## src/adcc_params.svh

```systemverilog
`ifndef ADCC_PARAMS_SVH
`define ADCC_PARAMS_SVH

// ==================================================================
// register byte offsets
`define ADCC_OFF_CLKEN    8'h00
`define ADCC_OFF_MODE0    8'h04
`define ADCC_OFF_MODE1    8'h08
`define ADCC_OFF_MODE2    8'h0c
`define ADCC_OFF_UPPER    8'h10
`define ADCC_OFF_LOWER    8'h14
`define ADCC_OFF_CHSEL    8'h18
`define ADCC_OFF_RESULT   8'h1c
`define ADCC_OFF_STATUS   8'h20
`define ADCC_OFF_MASK     8'h24

// ==================================================================
// reset values
`define ADCC_RST_CLKEN    8'h00
`define ADCC_RST_MODE0    8'h00
`define ADCC_RST_MODE1    8'h00
`define ADCC_RST_MODE2    8'h00
`define ADCC_RST_UPPER    8'hff
`define ADCC_RST_LOWER    8'h00
`define ADCC_RST_CHSEL    8'h00

// ==================================================================
// writable bits; the others read as zero
`define ADCC_WMASK_CLKEN  8'hff
`define ADCC_WMASK_MODE1  8'he3
`define ADCC_WMASK_MODE2  8'he5
`define ADCC_WMASK_CHSEL  8'h9f

// ==================================================================
// field positions
`define ADCC_CLKGATE_BIT  5
`define ADCC_START_BIT    7
`define ADCC_SCAN_BIT     6
`define ADCC_DIV_HI       5
`define ADCC_DIV_LO       3
`define ADCC_SPD_HI       2
`define ADCC_SPD_LO       1
`define ADCC_CMPEN_BIT    0
`define ADCC_TRG_HI       7
`define ADCC_TRG_LO       6
`define ADCC_ONESHOT_BIT  5
`define ADCC_TSRC_HI      1
`define ADCC_TSRC_LO      0
`define ADCC_PREF_HI      7
`define ADCC_PREF_LO      6
`define ADCC_NREF_BIT     5
`define ADCC_RCHK_BIT     3
`define ADCC_WAKE_BIT     2
`define ADCC_RES_BIT      0
`define ADCC_ISS_BIT      7
`define ADCC_CODE_HI      4
`define ADCC_CODE_LO      0

// ==================================================================
// conversion clock dividers, stored as ratio minus one
`define ADCC_DIVM1_64     6'h3f
`define ADCC_DIVM1_32     6'h1f
`define ADCC_DIVM1_16     6'h0f
`define ADCC_DIVM1_8      6'h07
`define ADCC_DIVM1_6      6'h05
`define ADCC_DIVM1_5      6'h04
`define ADCC_DIVM1_4      6'h03
`define ADCC_DIVM1_2      6'h01

// ==================================================================
// conversion time in converter clocks, from the figures at 32 MHz /64
`define ADCC_FCLK_REF_MHZ   32
`define ADCC_DIV_REF        64
`define ADCC_TCONV_STD1_NS  38000
`define ADCC_TCONV_STD2_NS  34000
`define ADCC_CONV_CLKS_STD1 ((`ADCC_TCONV_STD1_NS * `ADCC_FCLK_REF_MHZ) \
                             / (1000 * `ADCC_DIV_REF))
`define ADCC_CONV_CLKS_STD2 ((`ADCC_TCONV_STD2_NS * `ADCC_FCLK_REF_MHZ) \
                             / (1000 * `ADCC_DIV_REF))
`define ADCC_SCAN_LAST      2'h3

`endif

```

## src/adcc_pkg.sv

```systemverilog
`default_nettype none

package adcc_pkg;

   typedef enum logic [1:0] {
      ADCC_TRG_SW      = 2'b00,
      ADCC_TRG_SW_ALT  = 2'b01,
      ADCC_TRG_HW_NOW  = 2'b10,
      ADCC_TRG_HW_WAIT = 2'b11
   } adcc_trig_mode_t;

   typedef enum logic [1:0] {
      ADCC_SRC_TIMER1 = 2'b00,
      ADCC_SRC_BAD    = 2'b01,
      ADCC_SRC_RTC    = 2'b10,
      ADCC_SRC_ITV    = 2'b11
   } adcc_trig_src_t;

   typedef enum logic {
      ADCC_IDLE = 1'b0,
      ADCC_CONV = 1'b1
   } adcc_state_t;

   typedef enum logic [0:0] {
      ADCC_EV_CONV_END = 1'b0,
      ADCC_EV_BAD_SET  = 1'b1
   } adcc_event_t;

endpackage

`default_nettype wire

```

## src/adcc_conv_if.sv

```systemverilog
`timescale 1ns/1ps
`default_nettype none

interface adcc_conv_if;
   logic       start;
   logic       abort;
   logic [2:0] div_code;
   logic       speed2;
   logic       busy;
   logic       done;

   modport ctl (output start, abort, div_code, speed2, input busy, done);
   modport tmr (input start, abort, div_code, speed2, output busy, done);
endinterface

`default_nettype wire

```

## src/adcc_conv_timer.sv

```systemverilog
`timescale 1ns/1ps
`default_nettype none
`include "adcc_params.svh"

module adcc_conv_timer (
   input wire logic   pclk,     // system clock
   input wire logic   presetn,  // async reset, active low
   adcc_conv_if.tmr   cv        // conversion request and completion
);

   logic [5:0] pre_r;
   logic [4:0] cnt_r;
   logic       busy_r;
   logic       done_r;
   logic [5:0] ratio_m1;
   logic [4:0] clks_m1;
   wire        tick = busy_r && (pre_r == 6'h00);
   wire        last = tick && (cnt_r == 5'h00);

   // ==================================================================
   // divider and conversion length
   always_comb begin
      case (cv.div_code)
         3'h0:    ratio_m1 = `ADCC_DIVM1_64;
         3'h1:    ratio_m1 = `ADCC_DIVM1_32;
         3'h2:    ratio_m1 = `ADCC_DIVM1_16;
         3'h3:    ratio_m1 = `ADCC_DIVM1_8;
         3'h4:    ratio_m1 = `ADCC_DIVM1_6;
         3'h5:    ratio_m1 = `ADCC_DIVM1_5;
         3'h6:    ratio_m1 = `ADCC_DIVM1_4;
         default: ratio_m1 = `ADCC_DIVM1_2;
      endcase
   end

   assign clks_m1 = cv.speed2 ? 5'(`ADCC_CONV_CLKS_STD2 - 1)
                              : 5'(`ADCC_CONV_CLKS_STD1 - 1);

   // ==================================================================
   // speed is sampled at start; a mid-conversion divider change applies at the next tick
   always_ff @(posedge pclk or negedge presetn) begin
      if (!presetn) begin
         pre_r  <= 6'h00;
         cnt_r  <= 5'h00;
         busy_r <= 1'b0;
         done_r <= 1'b0;
      end else begin
         done_r <= last && !cv.abort;
         if (cv.abort) begin
            busy_r <= 1'b0;
         end else if (cv.start) begin
            busy_r <= 1'b1;
            pre_r  <= ratio_m1;
            cnt_r  <= clks_m1;
         end else if (tick) begin
            pre_r  <= ratio_m1;
            cnt_r  <= cnt_r - 5'h01;
            busy_r <= !last;
         end else if (busy_r) begin
            pre_r  <= pre_r - 6'h01;
         end
      end
   end

   assign cv.busy = busy_r;
   assign cv.done = done_r;

endmodule

`default_nettype wire

```

## src/adcc_top.sv

```systemverilog
`timescale 1ns/1ps
`default_nettype none
`include "adcc_params.svh"

// Operation
// - The clock gate bit stops the converter when 0 and runs it when 1.
// - The scan bit picks one selected channel (0) or a group scan (1).
// - Divider codes 0 to 7 divide the clock by 64,32,16,8,6,5,4,2.
// - Speed code 00 gives a 19-clock and 01 a 17-clock conversion.
// - Trigger mode 0x is software, 10 hardware no-wait, 11 hw wait.
// - The one-shot bit clears start after one conversion (one scan) in software mode, else repeats.
// - Trigger source 00 timer, 10 rtc, 11 interval timer; 01 is bad.
// - Positive reference 00 supply, 01 pin, 10 internal; 11 is bad.
// - The negative reference bit picks ground (0) or the pin (1).
// - The end event fires inside the limits only; the outside-check bit of mode2 is not writable.
// - The wakeup bit enables a wake request from the low power state.
// - The resolution bit gives 10-bit (0) or 8-bit (1) results.
// - Two writable 8-bit registers hold the upper and lower limits.
// - Codes 0-7 pick inputs 0-7 and codes 16-19 pick inputs 16-19.
// - Internal codes 0 and 1 pick the sensor and reference; no other.
module adcc_top (
   input  wire logic        pclk,                     // system clock
   input  wire logic        presetn,                  // async reset, low
   input  wire logic        psel,                     // apb select
   input  wire logic        penable,                  // apb enable
   input  wire logic        pwrite,                   // apb write
   input  wire logic [7:0]  paddr,                    // apb byte address
   input  wire logic [31:0] pwdata,                   // apb write data
   output logic      [31:0] prdata,                   // apb read data
   output logic             pready,                   // apb ready
   output logic             pslverr,                  // apb error
   input  wire logic        timer_ch1_interrupt,      // hw trigger pulse
   input  wire logic        rtc_interrupt,            // hw trigger pulse
   input  wire logic        interval_timer_interrupt, // hw trigger pulse
   input  wire logic [9:0]  conversion_result,        // raw converter code
   input  wire logic        low_power_wake_state,     // chip in low_power_wake_state
   output logic             converter_clock_gate,     // converter clock on
   output logic             comparator_enable,        // comparator powered
   output logic             conv_active,              // conversion running
   output logic [5:0]       channel_select,           // {internal, code}
   output logic [1:0]       pos_reference,            // + reference select
   output logic             neg_reference,            // - reference select
   output logic             resolution_8bit,          // 8-bit result mode
   output logic             conversion_end_interrupt, // end event pulse
   output logic             low_power_wake_state_wakeup,            // wake request pulse
   output logic             irq                       // level interrupt
);

   // ==================================================================
   // registers
   logic [7:0]          clken_r, mode0_r, mode1_r, mode2_r;
   logic [7:0]          upper_r, lower_r, chsel_r;
   logic [9:0]          result_r;
   logic [1:0]          stat_r, mask_r;
   logic [1:0]          scan_r;
   adcc_pkg::adcc_state_t state_r;
   logic [31:0]         prdata_r;
   logic                pready_r, pslverr_r, irq_r, cend_r, wake_r;
   logic                gate_r, cmp_r, act_r;
   logic [5:0]          chan_r;

   adcc_conv_if cv ();

   adcc_conv_timer u_timer (
      .pclk    (pclk),
      .presetn (presetn),
      .cv      (cv.tmr)
   );

   // ==================================================================
   // apb decode
   wire setup   = psel && !penable;
   wire access  = psel && penable && pready_r;
   wire hit_ck  = paddr == `ADCC_OFF_CLKEN;
   wire hit_m0  = paddr == `ADCC_OFF_MODE0;
   wire hit_m1  = paddr == `ADCC_OFF_MODE1;
   wire hit_m2  = paddr == `ADCC_OFF_MODE2;
   wire hit_ul  = paddr == `ADCC_OFF_UPPER;
   wire hit_ll  = paddr == `ADCC_OFF_LOWER;
   wire hit_cs  = paddr == `ADCC_OFF_CHSEL;
   wire hit_rs  = paddr == `ADCC_OFF_RESULT;
   wire hit_st  = paddr == `ADCC_OFF_STATUS;
   wire hit_mk  = paddr == `ADCC_OFF_MASK;
   wire hit     = hit_ck | hit_m0 | hit_m1 | hit_m2 | hit_ul | hit_ll |
                  hit_cs | hit_rs | hit_st | hit_mk;
   wire wr      = access && pwrite;
   wire gate    = clken_r[`ADCC_CLKGATE_BIT];
   // converter registers are frozen while its clock is cut
   wire wr_conv = wr && gate;
   wire [7:0] wd = pwdata[7:0];

   wire [31:0] rd_mux =
      hit_ck ? {24'h000000, clken_r} :
      hit_m0 ? {24'h000000, mode0_r} :
      hit_m1 ? {24'h000000, mode1_r} :
      hit_m2 ? {24'h000000, mode2_r} :
      hit_ul ? {24'h000000, upper_r} :
      hit_ll ? {24'h000000, lower_r} :
      hit_cs ? {24'h000000, chsel_r} :
      hit_rs ? {22'h000000, result_r} :
      hit_st ? {30'h00000000, stat_r} :
      hit_mk ? {30'h00000000, mask_r} : 32'h00000000;

   // ==================================================================
   // field decode
   wire       start_bit = mode0_r[`ADCC_START_BIT];
   wire       scan_mode = mode0_r[`ADCC_SCAN_BIT];
   wire       cmp_en    = mode0_r[`ADCC_CMPEN_BIT];
   wire [1:0] trg_mode  = mode1_r[`ADCC_TRG_HI:`ADCC_TRG_LO];
   wire       one_shot  = mode1_r[`ADCC_ONESHOT_BIT];
   wire [1:0] trg_src   = mode1_r[`ADCC_TSRC_HI:`ADCC_TSRC_LO];
   wire       rchk      = mode2_r[`ADCC_RCHK_BIT];
   wire       wake_en   = mode2_r[`ADCC_WAKE_BIT];
   wire       res8      = mode2_r[`ADCC_RES_BIT];
   wire       sw_mode   = !trg_mode[1];
   wire       wait_mode = trg_mode == adcc_pkg::ADCC_TRG_HW_WAIT;
   wire       trg_hit   =
      (trg_src == adcc_pkg::ADCC_SRC_TIMER1) ? timer_ch1_interrupt :
      (trg_src == adcc_pkg::ADCC_SRC_RTC)    ? rtc_interrupt :
      (trg_src == adcc_pkg::ADCC_SRC_ITV)    ? interval_timer_interrupt :
                                               1'b0;

   // a bad code is still stored; the flag tells software it erred
   wire [4:0] wcode   = wd[`ADCC_CODE_HI:`ADCC_CODE_LO];
   wire       ch_ok   = wd[`ADCC_ISS_BIT] ? (wcode[4:1] == 4'h0)
                      : (wcode[4:3] == 2'h0) ||
                        (wcode[4:2] == 3'h4);
   wire       bad_set = wr_conv &&
      ((hit_m1 && wd[`ADCC_TSRC_HI:`ADCC_TSRC_LO] ==
                  adcc_pkg::ADCC_SRC_BAD) ||
       (hit_m2 && wd[`ADCC_PREF_HI:`ADCC_PREF_LO] == 2'h3) ||
       (hit_cs && !ch_ok));

   // ==================================================================
   // conversion control
   wire idle     = state_r == adcc_pkg::ADCC_IDLE;
   wire converting = state_r == adcc_pkg::ADCC_CONV;
   // wait mode powers the comparator itself, so its enable is not needed
   wire go       = idle && !cv.busy && gate && start_bit &&
                   (sw_mode ? cmp_en
                            : trg_hit && (cmp_en || wait_mode));
   wire abort    = converting && (!gate || !start_bit);
   // an abort in the done cycle drops both the result and the event
   wire done     = converting && cv.done && !abort;
   wire scan_end = !scan_mode || (scan_r == `ADCC_SCAN_LAST);
   wire hw_clr   = done && one_shot && sw_mode && scan_end;
   wire sw_set   = wr_conv && hit_m0 && wd[`ADCC_START_BIT];

   wire [7:0] res_hi = conversion_result[9:2];
   wire in_rng  = (res_hi >= lower_r) && (res_hi <= upper_r);
   wire pass    = rchk ? !in_rng : in_rng;
   wire [9:0] res_nxt = res8 ? {res_hi, 2'b00}
                             : conversion_result;

   wire [1:0] ev      = {bad_set, done && pass};
   wire [1:0] w1c     = (wr && hit_st) ? pwdata[1:0] : 2'b00;
   // a new event wins over a clear in the same cycle
   wire [1:0] stat_nxt = (stat_r & ~w1c) | ev;
   wire [4:0] scan_code = chsel_r[4:0] + {3'h0, scan_r};
   wire [5:0] chan_nxt  = {chsel_r[`ADCC_ISS_BIT],
                           scan_mode ? scan_code : chsel_r[4:0]};

   wire [7:0] mode0_wr  = (wr_conv && hit_m0) ? wd : mode0_r;
   wire       start_nxt = sw_set || (mode0_wr[`ADCC_START_BIT] && !hw_clr);

   assign cv.start    = go;
   assign cv.abort    = abort;
   assign cv.div_code = mode0_r[`ADCC_DIV_HI:`ADCC_DIV_LO];
   assign cv.speed2   = mode0_r[`ADCC_SPD_LO];

   // ==================================================================
   // apb slave, answers in the first access cycle
   always_ff @(posedge pclk or negedge presetn) begin
      if (!presetn) begin
         pready_r  <= 1'b0;
         pslverr_r <= 1'b0;
         prdata_r  <= 32'h00000000;
      end else begin
         pready_r  <= setup;
         pslverr_r <= setup && !hit;
         prdata_r  <= setup ? rd_mux : prdata_r;
      end
   end

   // ==================================================================
   // register file
   always_ff @(posedge pclk or negedge presetn) begin
      if (!presetn) begin
         clken_r <= `ADCC_RST_CLKEN;
         mode0_r <= `ADCC_RST_MODE0;
         mode1_r <= `ADCC_RST_MODE1;
         mode2_r <= `ADCC_RST_MODE2;
         upper_r <= `ADCC_RST_UPPER;
         lower_r <= `ADCC_RST_LOWER;
         chsel_r <= `ADCC_RST_CHSEL;
         stat_r  <= 2'h0;
         mask_r  <= 2'h0;
      end else begin
         if (wr && hit_ck)
            clken_r <= wd & `ADCC_WMASK_CLKEN;
         mode0_r <= {start_nxt, mode0_wr[6:0]};
         if (wr_conv && hit_m1)
            mode1_r <= wd & `ADCC_WMASK_MODE1;
         if (wr_conv && hit_m2)
            mode2_r <= wd & `ADCC_WMASK_MODE2;
         if (wr_conv && hit_ul)
            upper_r <= wd;
         if (wr_conv && hit_ll)
            lower_r <= wd;
         if (wr_conv && hit_cs)
            chsel_r <= wd & `ADCC_WMASK_CHSEL;
         stat_r <= stat_nxt;
         if (wr && hit_mk)
            mask_r <= pwdata[1:0];
      end
   end

   // ==================================================================
   // sequencer
   always_ff @(posedge pclk or negedge presetn) begin
      if (!presetn) begin
         state_r  <= adcc_pkg::ADCC_IDLE;
         scan_r   <= 2'h0;
         result_r <= 10'h000;
      end else begin
         case (state_r)
            adcc_pkg::ADCC_IDLE: begin
               if (!start_bit)
                  scan_r <= 2'h0;
               if (go)
                  state_r <= adcc_pkg::ADCC_CONV;
            end
            adcc_pkg::ADCC_CONV: begin
               if (abort) begin
                  state_r <= adcc_pkg::ADCC_IDLE;
                  scan_r  <= 2'h0;
               end else if (done) begin
                  state_r  <= adcc_pkg::ADCC_IDLE;
                  result_r <= res_nxt;
                  scan_r   <= scan_end ? 2'h0 : scan_r + 2'h1;
               end
            end
            default: state_r <= adcc_pkg::ADCC_IDLE;
         endcase
      end
   end

   // ==================================================================
   // registered outputs
   always_ff @(posedge pclk or negedge presetn) begin
      if (!presetn) begin
         gate_r <= 1'b0;
         cmp_r  <= 1'b0;
         act_r  <= 1'b0;
         chan_r <= 6'h00;
         cend_r <= 1'b0;
         wake_r <= 1'b0;
         irq_r  <= 1'b0;
      end else begin
         gate_r <= gate;
         cmp_r  <= gate && (cmp_en || (wait_mode && converting));
         act_r  <= (go || converting) && !abort && !done;
         chan_r <= chan_nxt;
         cend_r <= done && pass;
         wake_r <= done && pass && wake_en &&
                   low_power_wake_state;
         irq_r  <= |(stat_nxt & mask_r);
      end
   end

   assign prdata                   = prdata_r;
   assign pready                   = pready_r;
   assign pslverr                  = pslverr_r;
   assign converter_clock_gate     = gate_r;
   assign comparator_enable        = cmp_r;
   assign conv_active              = act_r;
   assign channel_select           = chan_r;
   assign pos_reference            = mode2_r[`ADCC_PREF_HI:`ADCC_PREF_LO];
   assign neg_reference            = mode2_r[`ADCC_NREF_BIT];
   assign resolution_8bit          = res8;
   assign conversion_end_interrupt = cend_r;
   assign low_power_wake_state_wakeup            = wake_r;
   assign irq                      = irq_r;
endmodule

`default_nettype wire

```

## config.mk

```make
export PLATFORM = sky130hd
export DESIGN_NAME = adcc_top
export DESIGN_NICKNAME = d
export VERILOG_FILES = /design/src/adcc_pkg.sv /design/src/adcc_conv_if.sv /design/src/adcc_conv_timer.sv /design/src/adcc_top.sv
export VERILOG_INCLUDE_DIRS = /design/src /design/src/src
export SDC_FILE = /design/constraint.sdc
export NUM_CORES = 1
export LEC_CHECK = 0
export ABC_AREA = 0
export BUFFER_PORTS_ARGS = -buffer_cell sky130_fd_sc_hd__clkbuf_2
export CAP_MARGIN = 0
export CORE_AREA = 2 2 90 114
export CTS_CLUSTER_DIAMETER = 100
export DETAILED_ROUTE_END_ITERATION = 10
export DIE_AREA = 0 0 92 116
export PLACE_DENSITY = 0.9
export SKIP_CTS_REPAIR_TIMING = 1
export SYNTH_ARGS = -nofsm -noshare
export SYNTH_HDL_FRONTEND = slang
export SYNTH_SLANG_ARGS = --single-unit
```

## constraint.sdc

```tcl
create_clock -name pclk -period 3.3 [get_ports pclk]
set_clock_uncertainty 0.1 [all_clocks]
set_input_delay 0.165 -clock pclk [delete_from_list [all_inputs] [get_ports pclk]]
set_output_delay 0.165 -clock pclk [all_outputs]
set_load 0.03 [all_outputs]
```

==> results.txt <==
Status: finished, final reports clean
Worst endpoint required time: 3.44 ns
Antenna Cells: 0
NumNets Final: 663
DR WL/cell: 19.51 µm
I/O pin cnt: 109
Die height: 116 µm
Layout cell share with drive strength beyond 1: 0.2884
Final Max Tran Viols: 0
Vias in the first global route: 4413
Tightest Pin Transition: 0.7670 ns
Final setup violation count: 0
Vias: 4358
WL final: 13890 µm
P&R area growth vs syn: 11.42%
Initial Util: 0.5920
EDFF count, synth: 0
CTS Buffer Depth: 2
Clock transition at path regs: 0.07 ns
DRC Markers: 0
Max_cap viols: 0
H-tree depth: 3
CTS sink cnt: 102
CTS Root Cell: clkbuf_16
Mean Syn Cell Area: 10.80 µm²
Post-synth top flop: dfrtp_1
Die width: 92 µm
Max FO, Critical Path: 3
Detail Route Antenna Nets: 0
Critical path class: register to register
Hold Crit Class: input port to register
First-pass GRT wire length: 22050 µm
Crit share post-route: 0.8004
Static leakage: 0.002973 µW
Initial antenna violation count: 0
FFs w/ async S/R, synth: 1.000
Full die area: 10670 µm²
Final hold vios: 0
Multi-input logic area: 2766 µm²
Total gr overflow: 0
Fill cells: 722
Post-route total power: 2550 µW
FF+latch count, synth: 102
Port bufs: 62
YS warnings: 0
Mapped Cells: 521
Row count: 40
Crit. End Element: register
Total GRT Usage: 0.2681
Final Wtd Congestion: 0.9366
Core outline area: 9509 µm²
Synth unique cells: 74
PD cells: 406.5 nW/µm²
Max transition margin: 0.4848
Setup TNS: 0 ns
Hpwl dp: 10000 µm
Synthesized area: 5629 µm²
Clk_lat worst skew: 0.35 ns
Register area: 2562 µm²
Pin count of the biggest net entering global routing: 37
CTS tree: yes
Via/cell ratio: 6.121
RSZ-0062 raised after global routing: false
DR iter-0 viols: 340
First-pass iteration count of the detailed router: 5
CTS Buf Count: 9
Final worst path period need: 2.641 ns
Worst vdd ir: 345.6 µV
Arrival time worst endpoint: 2.78 ns
Seq/Total Area, Yosys: 0.4552
Achievable frequency: 378.6 MHz
Startpoint types: register
[path summary, 6_finish.rpt]
check                                  endpoint                 start  depth (start not counted)  slack, ns
max                                   stat_r[0]            upper_r[2]                          7       0.66
min                                 result_r[6]  conversion_result[6]                          2      0.005
max reg2reg                           stat_r[0]            upper_r[2]                          7       0.66
min reg2reg                   channel_select[5]            chsel_r[7]                          0       0.37
max in group asynchronous            upper_r[7]               presetn                          3       2.02
min in group asynchronous  converter_clock_gate               presetn                          2       0.21
[registers in the layout, indices dropped and copies added (netlist names), 2 cells and up]
name            cells
prdata             10
result_r           10
clken_r             8
lower_r             8
mode0_r             8
upper_r             8
channel_select      6
chsel_r             6
u_timer.pre_r       6
mode1_r             5
mode2_r             5
u_timer.cnt_r       5
mask_r              2
scan_r              2
stat_r              2
[through the flow]
step | cell area, µm² | hold slack, ns | worst slack, ns | utilization | instances
6_report | 6272 | 0.005411 | 0.6588 | 0.6596 | 712
5_1_grt | 6272 | 0.01277 | 0.5567 | 0.6596 | 712
4_1_cts | 6252 | -0.3088 | 0.6765 | 0.6575 | 710
3_5_place_dp | 5961 | 0.06042 | 0.7664 | 0.6268 | 694
3_3_place_gp | 5961 | 0.04600 | 0.8198 | 0.6268 | 694
2_1_floorplan | 5708 | -0.2306 | 1.242 | - | 542
[cells in the mapped netlist, types with 4 or more instances]
| cell | count | share of area |
|---|---|---|
| clkbuf_1 | 7 | 0.0047 |
| nor3_1 | 8 | 0.0071 |
| xor2_1 | 4 | 0.0062 |
| nand2b_1 | 10 | 0.011 |
| nand3_1 | 16 | 0.014 |
| buf_4 | 24 | 0.032 |
| buf_2 | 12 | 0.011 |
| mux2i_1 | 9 | 0.016 |
| o21ai_0 | 29 | 0.026 |
| nor2b_1 | 11 | 0.012 |
| and2_1 | 4 | 0.0044 |
| and3_1 | 7 | 0.0078 |
| dfstp_2 | 8 | 0.037 |
| nor4_1 | 5 | 0.0056 |
| nor2_1 | 26 | 0.017 |
| a21oi_1 | 12 | 0.011 |
| nand4_1 | 4 | 0.0044 |
| dfrtp_1 | 94 | 0.42 |
| nand2_1 | 41 | 0.027 |
| inv_1 | 26 | 0.017 |
| a211oi_1 | 5 | 0.0067 |
| ha_1 | 22 | 0.049 |
| mux4_2 | 4 | 0.016 |
| mux2_2 | 58 | 0.12 |
| a31oi_1 | 4 | 0.0044 |
| nand3b_1 | 4 | 0.0053 |
[power by group]
part           total, µW  leakage, µW  switching [µW]  internal (µW)
Combinational        223      0.00152             160           62.6
Clock               1060     0.000136             468            590
Sequential          1270      0.00131            7.69           1260
[placed cells by master (no fill, tap or decap), types with 5 or more instances in the layout]
cell,Yosys,routed
a211oi_1,5,5
a21oi_1,12,12
and3_1,7,7
buf_4,24,9
clkbuf_16,0,9
clkbuf_2,0,61
conb_1,1,22
dfrtp_1,94,94
dfstp_2,8,8
ha_1,22,22
inv_1,26,26
mux2_2,58,58
mux2i_1,9,9
nand2_1,41,41
nand2b_1,10,10
nand3_1,16,16
nor2_1,26,26
nor2b_1,11,11
nor3_1,8,8
nor4_1,5,5
o21ai_0,29,29
[metal layers]
layer | share of wire | track usage | vias to the layer above | wire [µm]
li1 | - | - | 1958 | -
met1 | 0.38 | 0.3162 | 2156 | 5240
met2 | 0.52 | 0.4760 | 202 | 7231
met3 | 0.067 | 0.04941 | 42 | 937
met4 | 0.034 | 0.1274 | 0 | 478
met5 | 0 | 0 | - | 0
[cells by family after synthesis]
family	synth area share
XOR/XNOR	0.01089
adder cells (fa/ha/maj)	0.05246
flip-flops	0.4552
multiplexers	0.1480
buffers and inverters	0.06735
AO/OA/AOI/OAI	0.1105
AND/OR/NAND/NOR	0.1549
other	0.0006662
[layout make-up]
cell class / count / share of cell area
clock inverter: 5 / 0.009376
sequential: 102 / 0.4085
multi-input combinational: 369 / 0.4411
inverter: 27 / 0.01616
tap: 126 / 0.02513
clock buffer: 11 / 0.03710
timing repair buffer: 72 / 0.06264
[worst max-delay path: stages, from the launching register on]
cell,delay [ns]
dfstp_2,0.54
inv_1,0.05
ha_1,0.28
a21oi_1,0.15
o221ai_1,0.13
a2111oi_0,0.67
o21ai_0,0.30
o21ai_0,0.30
Note: power is estimated with default switching activity, not from simulation.
